--- src/inc/sram_host_cfg.svh ---
// timing counts and sizes for the static memory host controller
`ifndef SRAM_HOST_CFG_SVH
`define SRAM_HOST_CFG_SVH

`define ADDR_W 15
`define DATA_W 8

`define CLK_PS 4000
`define CYC(t) ((((t) + `CLK_PS - 1) / `CLK_PS) < 1 ? 1 : \
  (((t) + `CLK_PS - 1) / `CLK_PS))
`define MAX2(a, b) ((a) > (b) ? (a) : (b))

`define T_ADDR_SETUP_PS 8000
`define T_DATA_SETUP_PS 6500
`define T_STROBE_GATE_HIGH_PS 7000
`define T_STROBE_GATE_LOW_PS 10000
`define T_STROBE_FLOAT_PS 3500
`define T_READ_ACCESS_PS 10000
`define T_OUT_FLOAT_PS 5000
`define T_RECOVERY_PS 10000

`define ADDR_SETUP_CYC `CYC(`T_ADDR_SETUP_PS)
`define DATA_SETUP_CYC `CYC(`T_DATA_SETUP_PS)
`define FLOAT_CYC `CYC(`T_STROBE_FLOAT_PS)
`define WR_GH_CYC `MAX2(`CYC(`T_STROBE_GATE_HIGH_PS), \
  `MAX2(`DATA_SETUP_CYC, `ADDR_SETUP_CYC))
`define WR_GL_CYC `MAX2(`CYC(`T_STROBE_GATE_LOW_PS), \
  `MAX2(`FLOAT_CYC + `DATA_SETUP_CYC, `ADDR_SETUP_CYC))
`define RD_ACC_CYC `CYC(`T_READ_ACCESS_PS)
`define TURN_CYC `CYC(`T_OUT_FLOAT_PS)
`define RECOV_CYC `CYC(`T_RECOVERY_PS)

`endif

--- src/inc/sram_host_pkg.sv ---
// types shared by the static memory host controller
`include "sram_host_cfg.svh"
package sram_host_pkg;

  typedef enum logic [2:0] {
    ST_IDLE,
    ST_WR,
    ST_WEND,
    ST_RD,
    ST_TURN,
    ST_SLEEP,
    ST_RECOV
  } state_e;

  typedef struct packed {
    logic wr;
    logic gate_low;
    logic [`ADDR_W-1:0] addr;
    logic [`DATA_W-1:0] wdata;
  } req_s;

  typedef struct packed {
    logic ce_n;
    logic oe_n;
    logic we_n;
    logic [`ADDR_W-1:0] addr;
  } pins_s;

endpackage

--- src/hdl/sram_dq_sync.sv ---
// multi-stage synchroniser for the data pins read back from the memory
`timescale 1ns/1ps
module sram_dq_sync #(
  parameter int WIDTH = 8,
  parameter int STAGES = 2
) (
  // clock and reset
  input wire logic clk,
  input wire logic rstn,
  // data
  input wire logic [WIDTH-1:0] d,
  output logic [WIDTH-1:0] q
);
  logic [WIDTH-1:0] stage_r [STAGES];

  always_ff @(posedge clk or negedge rstn) begin
    if (!rstn) begin
      for (int i = 0; i < STAGES; i++) begin
        stage_r[i] <= '0;
      end
    end else begin
      stage_r[0] <= d;
      for (int i = 1; i < STAGES; i++) begin
        stage_r[i] <= stage_r[i-1];
      end
    end
  end

  assign q = stage_r[STAGES-1];
endmodule

--- src/hdl/sram_host.sv ---
// host controller driving an asynchronous static memory through its pins
`timescale 1ns/1ps
`include "sram_host_cfg.svh"
module sram_host #(
  parameter int SYNC_N = 2
) (
  // clock and reset
  input wire logic CLK,
  input wire logic RSTN,
  // user request
  input wire logic REQ_VALID,
  input wire sram_host_pkg::req_s REQ,
  output logic REQ_READY,
  // user read answer
  output logic RESP_VALID,
  output logic [`DATA_W-1:0] RESP_DATA,
  // retention handshake
  input wire logic SLEEP_REQ,
  output logic SLEEP_ACK,
  // memory control and address pins
  output sram_host_pkg::pins_s MEM,
  // memory data pins
  output logic [`DATA_W-1:0] DQ_OUT,
  output logic DQ_OE_N,
  input wire logic [`DATA_W-1:0] DQ_IN
);
  import sram_host_pkg::*;

  localparam logic [3:0] WR_GH = 4'(`WR_GH_CYC);
  localparam logic [3:0] WR_GL = 4'(`WR_GL_CYC);
  localparam logic [3:0] FLOAT = 4'(`FLOAT_CYC);
  localparam logic [3:0] RD_CNT = 4'(`RD_ACC_CYC + SYNC_N);
  localparam logic [3:0] TURN = 4'(`TURN_CYC);
  localparam logic [3:0] RECOV = 4'(`RECOV_CYC);
  localparam int RD_LAT = `RD_ACC_CYC + SYNC_N;

  state_e st_r;
  state_e st_nxt;
  logic [3:0] cnt_r;
  logic [3:0] cnt_nxt;
  req_s req_r;
  pins_s pins_r;
  logic [`DATA_W-1:0] dq_out_r;
  logic dq_oe_n_r;
  logic [`DATA_W-1:0] dq_sync;
  logic ready_r;
  logic resp_valid_r;
  logic [`DATA_W-1:0] resp_data_r;
  logic ack_r;
  logic take;
  logic done;

  sram_dq_sync #(
    .WIDTH(`DATA_W),
    .STAGES(SYNC_N)
  ) u_sync (
    .clk(CLK),
    .rstn(RSTN),
    .d(DQ_IN),
    .q(dq_sync)
  );

  assign take = REQ_VALID && ready_r;
  assign done = (cnt_r == 4'h0);

  // sequencing
  always_comb begin
    st_nxt = st_r;
    case (st_r)
      ST_IDLE: begin
        if (take) begin
          st_nxt = REQ.wr ? ST_WR : ST_RD;
        end else if (SLEEP_REQ) begin
          st_nxt = ST_SLEEP;
        end
      end
      ST_WR: begin
        if (done) begin
          st_nxt = ST_WEND;
        end
      end
      ST_WEND: st_nxt = ST_IDLE;
      ST_RD: begin
        if (done) begin
          st_nxt = ST_TURN;
        end
      end
      ST_TURN: begin
        if (done) begin
          st_nxt = ST_IDLE;
        end
      end
      ST_SLEEP: begin
        if (!SLEEP_REQ) begin
          st_nxt = ST_RECOV;
        end
      end
      ST_RECOV: begin
        if (done) begin
          st_nxt = ST_IDLE;
        end
      end
      default: st_nxt = ST_IDLE;
    endcase
  end

  always_ff @(posedge CLK or negedge RSTN) begin
    if (!RSTN) begin
      st_r <= ST_IDLE;
    end else begin
      st_r <= st_nxt;
    end
  end

  // interval counter, loaded on entry to a timed state
  always_comb begin
    cnt_nxt = done ? 4'h0 : cnt_r - 4'h1;
    if (st_r != st_nxt) begin
      case (st_nxt)
        ST_WR: cnt_nxt = REQ.gate_low ? WR_GL - 4'h1 : WR_GH - 4'h1;
        ST_RD: cnt_nxt = RD_CNT - 4'h1;
        ST_TURN: cnt_nxt = TURN - 4'h1;
        ST_RECOV: cnt_nxt = RECOV - 4'h1;
        default: cnt_nxt = 4'h0;
      endcase
    end
  end

  always_ff @(posedge CLK or negedge RSTN) begin
    if (!RSTN) begin
      cnt_r <= 4'h0;
    end else begin
      cnt_r <= cnt_nxt;
    end
  end

  always_ff @(posedge CLK or negedge RSTN) begin
    if (!RSTN) begin
      req_r <= '0;
    end else if (take) begin
      req_r <= REQ;
    end
  end

  // control and address pins
  always_ff @(posedge CLK or negedge RSTN) begin
    if (!RSTN) begin
      pins_r.ce_n <= 1'b1;
      pins_r.oe_n <= 1'b1;
      pins_r.we_n <= 1'b1;
      pins_r.addr <= '0;
    end else if (take) begin
      pins_r.addr <= REQ.addr;
      pins_r.ce_n <= 1'b0;
      pins_r.we_n <= !REQ.wr;
      pins_r.oe_n <= REQ.wr ? !REQ.gate_low : 1'b0;
    end else if ((st_r == ST_WR || st_r == ST_RD) && done) begin
      // select and strobe end on the same edge
      pins_r.ce_n <= 1'b1;
      pins_r.we_n <= 1'b1;
      pins_r.oe_n <= 1'b1;
    end
  end

  // write data drive
  always_ff @(posedge CLK or negedge RSTN) begin
    if (!RSTN) begin
      dq_out_r <= '0;
      dq_oe_n_r <= 1'b1;
    end else if (take && REQ.wr) begin
      dq_out_r <= REQ.wdata;
      dq_oe_n_r <= REQ.gate_low;
    end else if (st_r == ST_WR && req_r.gate_low &&
                 cnt_r <= WR_GL - FLOAT) begin
      // memory has floated its outputs by now
      dq_oe_n_r <= 1'b0;
    end else if (st_r == ST_WEND) begin
      dq_oe_n_r <= 1'b1;
    end
  end

  // read answer
  always_ff @(posedge CLK or negedge RSTN) begin
    if (!RSTN) begin
      resp_valid_r <= 1'b0;
      resp_data_r <= '0;
    end else begin
      resp_valid_r <= (st_r == ST_RD) && done;
      if ((st_r == ST_RD) && done) begin
        resp_data_r <= dq_sync;
      end
    end
  end

  always_ff @(posedge CLK or negedge RSTN) begin
    if (!RSTN) begin
      ready_r <= 1'b0;
      ack_r <= 1'b0;
    end else begin
      ready_r <= (st_nxt == ST_IDLE) && !SLEEP_REQ;
      ack_r <= (st_nxt == ST_SLEEP);
    end
  end

  assign REQ_READY = ready_r;
  assign RESP_VALID = resp_valid_r;
  assign RESP_DATA = resp_data_r;
  assign SLEEP_ACK = ack_r;
  assign MEM = pins_r;
  assign DQ_OUT = dq_out_r;
  assign DQ_OE_N = dq_oe_n_r;
endmodule

--- config.mk ---
export PLATFORM = sky130hd
export DESIGN_NAME = sram_host
export DESIGN_NICKNAME = d
export VERILOG_FILES = /design/src/inc/sram_host_pkg.sv /design/src/hdl/sram_dq_sync.sv /design/src/hdl/sram_host.sv
export VERILOG_INCLUDE_DIRS = /design/src /design/src/inc
export SDC_FILE = /design/constraint.sdc
export NUM_CORES = 1
export LEC_CHECK = 0
export ABC_AREA = 0
export CAP_MARGIN = 5
export CORE_MARGIN = 10
export CORE_UTILIZATION = 65
export DETAILED_ROUTE_END_ITERATION = 6
export DONT_BUFFER_PORTS = 1
export PLACE_DENSITY = 0.81
export REMOVE_ABC_BUFFERS = 1
export SYNTH_ARGS = -nofsm -noshare
export SYNTH_HDL_FRONTEND = slang
export SYNTH_HIERARCHICAL = 1
export SYNTH_SLANG_ARGS = --single-unit
--- constraint.sdc ---
create_clock -name CLK -period 4.7 [get_ports CLK]
set_input_delay 0.94 -clock CLK [delete_from_list [all_inputs] [get_ports CLK]]
set_output_delay 0.94 -clock CLK [all_outputs]
set_load 0.005 [all_outputs]
==> flow_summary.yaml, run 1 <==
clock_network:
  ctsHoldBuffers: 0
  cts_buffers: 9
  cts_resized: 0
  clock_path_buffers: 2
  clk_pin_slew_ps: 70
  cts_setup_buffers: 0
  cts_tree: "yes"
  clk_latency_ps: 340
  cts_max_level: 3
  cts_sinks: 62
  cts-root-buf: "clkbuf_8"
routing:
  viasPerCell: 6.03
  routed_wl_mm: 4.86
  ant_nets: 0
  drt-pass1-iter-count: 5
  drtIter0Drc: 110
  drc: 0
  vias: 1339
  wl_per_cell_um: 21.9
worst_setup_path:
  cp_max_fo: 21
  critPathBufInv: 0
  crit_cells: 3
  end_kind: "flop"
  cp_slowest_stage_delay_ps: 690
  critical_path_arrival_ps: 2530
  rr_worst_depth: 5
  critical_path_class: "in2reg"
  crit_chain: "and2_1 -> nand2_1 -> mux2_2"
  start_kind: "primary input"
  cp_slowest_cell: "and2_1"
  crit_family: "simple AND/OR/NAND/NOR gates"
  worstPathRequired_ps: 4910
global_route:
  grt_pass1_vias: 1475
  grt_max_degree: 63
  grt_antenna_before_repair: 0
  grt_pass1_wl_mm: 7.45
  groute.usage.overall: 0.154
  grt_overflow: 0
yosys:
  async_flop_share: 1.00
  post_synth_inst_count: 172
  syn-cell-area_sq_mm: 0.00241
  yosysUniqueCellTypes: 38
  synth_warnings: 6
  yosysSeqAreaShare: 0.645
  syn_area_per_cell_sq_um: 14.0
  ys.flop_type: "dfrtp_1"
  synth.ff_latch_count: 62
  synth_edf_count: 0
die:
  die_area_sq_mm: 0.00655
  initial_core_util: 0.664
  die_h_um: 80.9
  ios: 75
  die_width_um: 80.9
  core_area_sq_mm: 0.00363
  rows: 22
power_and_ir_drop:
  peakVddDrop_mv: 0.342
  power_mw: 1.73
  pwr_density_cell_mw_per_mm2: 681
  power_leakage_nw: 1.11
placement:
  hpwl_mm: 3.58
  numPortBuffers: 0
  dpl_cell_area_sq_mm: 0.00237
  gp_congestion: 0.844
timing:
  hold_slack_ps: 290
  fmax_ghz: 0.432
  rsz0062_at_grt: "no"
  slew-limit-headroom: 0.399
  hold_violations: 0
  slew_violations: 0
  setup_viol: 0
  final.min_clock_period_ps: 2310
  worst_pin_slew_ps: 901
  skew_ps: 9.84
  fin_crit_sh: 0.492
  finalSetupTns_ps: 0
layout:
  layout_common_cells: "58 x dfrtp_1, 31 x mux2_2, 10 x nor2_1, 9 x clkbuf_8, 7 x nand2_1"
  diodes: 0
  post-route-util: 0.701
  fin_nets: 206
  layout_commonest_cell: "dfrtp_1"
  area_delta_synth_final_pct: 5.55
  fin_area_sq_mm: 0.00255
  drive_above_1_share: 0.328
hold_path:
  hp-class: "in2async"
job:
  maxCapViolCount: 0
status:
  status: "completed"
final cells by class:
type | instances | area (sq um)
clock buffers | 9 | 124
clock inverters | 7 | 47.5
fillers | 249 | 1090
inverters | 5 | 18.8
multi-input cells | 91 | 739
flip-flops and latches | 62 | 1560
well taps | 48 | 60.1
cells by family (layout without fill, tap and decap cells):
| logic type | after synthesis | count (layout) | synth area share |
|---|---|---|---|
| and+or+nand+nor | 34 | 34 | 0.0814 |
| muxes | 34 | 34 | 0.158 |
| AOI/OAI and AO/OA | 22 | 22 | 0.0633 |
| xor gates and xnor gates | 1 | 1 | 0.00363 |
| DFF | 62 | 62 | 0.645 |
| buffers and inverters | 19 | 21 | 0.0482 |
layer usage:
metal	routed length [um]	global-route usage	vias to the layer above
met5	0	0	-
li1	-	-	590
met4	110	0.0813	0
met2	2470	0.249	71
met1	1690	0.152	665
met3	583	0.0949	13
report_power, final:
group / switching, mW / internal (mW) / leakage [nW]
Combinational: 0.196 / 0.213 / 0.282
Clock: 0.210 / 0.191 / 0.0858
Sequential: 0.184 / 0.739 / 0.741
cells in the mapped netlist, types with 3 or more instances:
library cell	n	area [sq um]
mux2_2	31	349
a21oi_1	5	25.0
dfstp_2	4	105
o21ai_0	5	25.0
nor2_1	10	37.5
inv_1	5	18.8
dfrtp_1	58	1450
nand2_1	7	26.3
buf_4	9	67.6
clkbuf_1	3	11.3
state kept, by name, indices dropped and copies added (netlist names):
register	flops
MEM	18
DQ_OUT	8
RESP_DATA	8
u_sync/q	8
u_sync/stage_r	8
cnt_r	4
st_r	3
DQ_OE_N	1
REQ_READY	1
RESP_VALID	1
SLEEP_ACK	1
req_r	1
stage by stage:
step	setup slack [ps]	cells
global placement	2200	206
detailed placement	1990	206
CTS	2350	222
global route	2270	222
floorplan	2440	158
finish	2390	222
path summary, 6_finish.rpt:
check | slack [ps] | startpoint | endpoint
min in group CLK | 340 | u_sync/stage_r[8]$_DFF_PN0_ | u_sync/q[0]$_DFF_PN0_
max in group asynchronous | 4210 | RSTN | DQ_OE_N$_DFFE_PN1P_
max | 2390 | REQ_VALID | DQ_OUT[0]$_DFFE_PN0P_
min reg2reg | 340 | u_sync/stage_r[8]$_DFF_PN0_ | u_sync/q[0]$_DFF_PN0_
max reg2reg | 2470 | cnt_r[2]$_DFF_PN0_ | cnt_r[0]$_DFF_PN0_
min | 290 | RSTN | u_sync/q[0]$_DFF_PN0_
(Power assumes the default switching activity.)
==> run 2, diff against run 1 <==
ABC_AREA = 1   (was 0)
CORE_UTILIZATION = 56   (was 65)
PLACE_DENSITY = 0.74   (was 0.81)
clock period = 2.1 ns   (was 4.7 ns; I/O delays follow)
==> flow_summary.yaml, run 2 <==
yosys:
  synth.ff_latch_count: 62
  async_flop_share: 1.00
  synthTopCellsByArea: "dfrtp_1 55%, nand2_1 16%, dfstp_2 4.0%"
  post_synth_inst_count: 277
  synth_edf_count: 0
  synth_top_cell_area_share: 0.555
  post-synth-top-count-cell: "nand2_1"
  ys.flop_type: "dfrtp_1"
  ys_top_cells_by_count: "115 x nand2_1, 58 x dfrtp_1, 19 x nor2_1"
  synth_top_area_cell: "dfrtp_1"
  syn-cell-area_sq_mm: 0.00262
  yosysUniqueCellTypes: 32
  syn_area_per_cell_sq_um: 9.44
  synth_warnings: 6
  yosysSeqAreaShare: 0.595
layout:
  largest_reg_flops: 18
  final.fill_count: 371
  diodes: 0
  post-route-util: 0.632
  layout_commonest_cell: "nand2_1"
  fin_nets: 314
  final_cells: 333
  drive_above_1_share: 0.192
  area_delta_synth_final_pct: 7.32
  layout_common_cells: "115 x nand2_1, 58 x dfrtp_1, 19 x nor2_1, 10 x inv_1, 10 x clkbuf_8"
worst_setup_path:
  crit_cells: 9
  cp_slowest_cell: "dfrtp_1"
  cp_slowest_stage_delay_ps: 630
  worstSetupStartpoint: "st_r[0]$_DFF_PN0_"
  end_kind: "flop"
  rr_worst_depth: 9
  r2r_slack_ps: 420
  critPathCapture: "cnt_r[1]$_DFF_PN0_"
  r2r_end: "cnt_r[1]$_DFF_PN0_"
  start_kind: "flop"
  crit_family: "simple AND/OR/NAND/NOR gates"
  critPathBufInv: 1
  critical_path_arrival_ps: 1910
  crit_chain: "nand2_1 -> nor2_2 -> nand2_2 -> inv_2 -> nor2_1 -> nand3_1 -> nand2_1 -> nand2_1 -> nand2_1"
  cp_common_cell: "nand2_1"
  r2r-start: "st_r[0]$_DFF_PN0_"
  worstPathRequired_ps: 2330
  cp_max_fo: 11
  critical_path_class: "reg2reg"
timing:
  worst_pin_slew_ps: 471
  hold_violations: 0
  rsz0062_at_grt: "no"
  slew-limit-headroom: 0.686
  finalSetupTns_ps: 0
  fmax_ghz: 0.595
  setup_viol: 0
  fin_crit_sh: 0.800
  final.min_clock_period_ps: 1680
  skew_ps: 5.05
  slew_violations: 0
routing:
  ant_nets: 0
  viasPerCell: 5.02
  drtIter0Drc: 168
  wl_per_cell_um: 16.1
  drt-pass1-iter-count: 4
  routed_wl_mm: 5.36
  vias: 1670
  drc: 0
clock_network:
  cts_max_level: 3
  cts_resized: 0
  cts-root-buf: "clkbuf_8"
  clk_pin_slew_ps: 60
  cts_sinks: 62
  cts_buffers: 9
  cts_tree: "yes"
  clock_path_buffers: 2
  clk_latency_ps: 330
job:
  maxCapViolCount: 0
global_route:
  grt_pass1_wl_mm: 8.67
  groute.usage.overall: 0.146
  grt_max_degree: 63
  grt_pass1_vias: 1721
  grt_overflow: 0
  grt_antenna_before_repair: 0
placement:
  dp_cells: 316
  hpwl_mm: 3.96
  gp_congestion: 0.925
  numPortBuffers: 0
power_and_ir_drop:
  power_leakage_nw: 1.46
  pwr_density_cell_mw_per_mm2: 1540
  power_mw: 4.32
  peakVddDrop_mv: 0.784
die:
  ios: 75
  initial_core_util: 0.589
  die_h_um: 88.4
  rows: 24
  die_area_sq_mm: 0.00781
  die_width_um: 88.4
  core_area_sq_mm: 0.00444
status:
  status: "completed"
hold_path:
  hp-class: "in2reg"
[run 2: worst reg2reg max path, delay by kind of cell, from the launching register on]
family,cells,cell delay [ps]
simple gates,8,720
buf+inv,1,220
flops,1,630
[run 2: what timing repair did]
item | CTS | global route
setup buffers | 0 | 0
hold buffers | 2 | 0
endpoints found under the setup margin | 0 | 0
hold endpoints to repair | 62 | 0
[run 2: metal layers]
| layer | GRT usage | part of all wire | up-vias |
|---|---|---|---|
| met5 | 0 | 0 | - |
| met4 | 0.0602 | 0.012 | 0 |
| met3 | 0.0744 | 0.091 | 6 |
| met2 | 0.204 | 0.46 | 47 |
| met1 | 0.186 | 0.44 | 771 |
| li1 | - | - | 846 |
[run 2: power by group]
| part | internal, mW | switching (mW) | total [mW] |
|---|---|---|---|
| Combinational | 0.466 | 0.792 | 1.26 |
| Clock | 0.569 | 0.426 | 0.995 |
| Sequential | 1.64 | 0.420 | 2.06 |
| Total | 2.68 | 1.64 | 4.32 |
[run 2: final cells by class]
class	instances	area (sq um)	share of cell area
multi-input combinational	181	875	0.311
inverter	20	77.6	0.0276
sequential	62	1560	0.554
clock inverter	4	47.5	0.0169
clock buffer	11	141	0.0504
timing repair buffer	3	45.0	0.0160
tap	52	65.1	0.0232
[run 2: per-stage QoR]
step	hold WS, ps	setup slack [ps]	area (sq um)
after detailed placement	126	400	2580
after floorplan	124	310	2510
final	111	419	2810
after CTS	96.5	419	2810
after global placement	126	446	2580
after global routing	91.4	220	2810
[run 2: cells by family after synthesis]
family,share of synthesized area
buf+inv,0.0708
simple gates,0.304
compound gates,0.0301
flops,0.595
[run 2: how the worst min path moves through the flow]
stage               startpoint                            to  slack [ps]  cells past startpoint
finish                DQ_IN[6]  u_sync/stage_r[14]$_DFF_PN0_         110                      0
global route          DQ_IN[6]  u_sync/stage_r[14]$_DFF_PN0_          90                      0
CTS                   DQ_IN[4]  u_sync/stage_r[12]$_DFF_PN0_         100                      0
detailed placement        RSTN  u_sync/stage_r[15]$_DFF_PN0_         130                      0
global placement          RSTN  u_sync/stage_r[15]$_DFF_PN0_         130                      0
floorplan                 RSTN         DQ_OUT[0]$_DFFE_PN0P_         120                      0
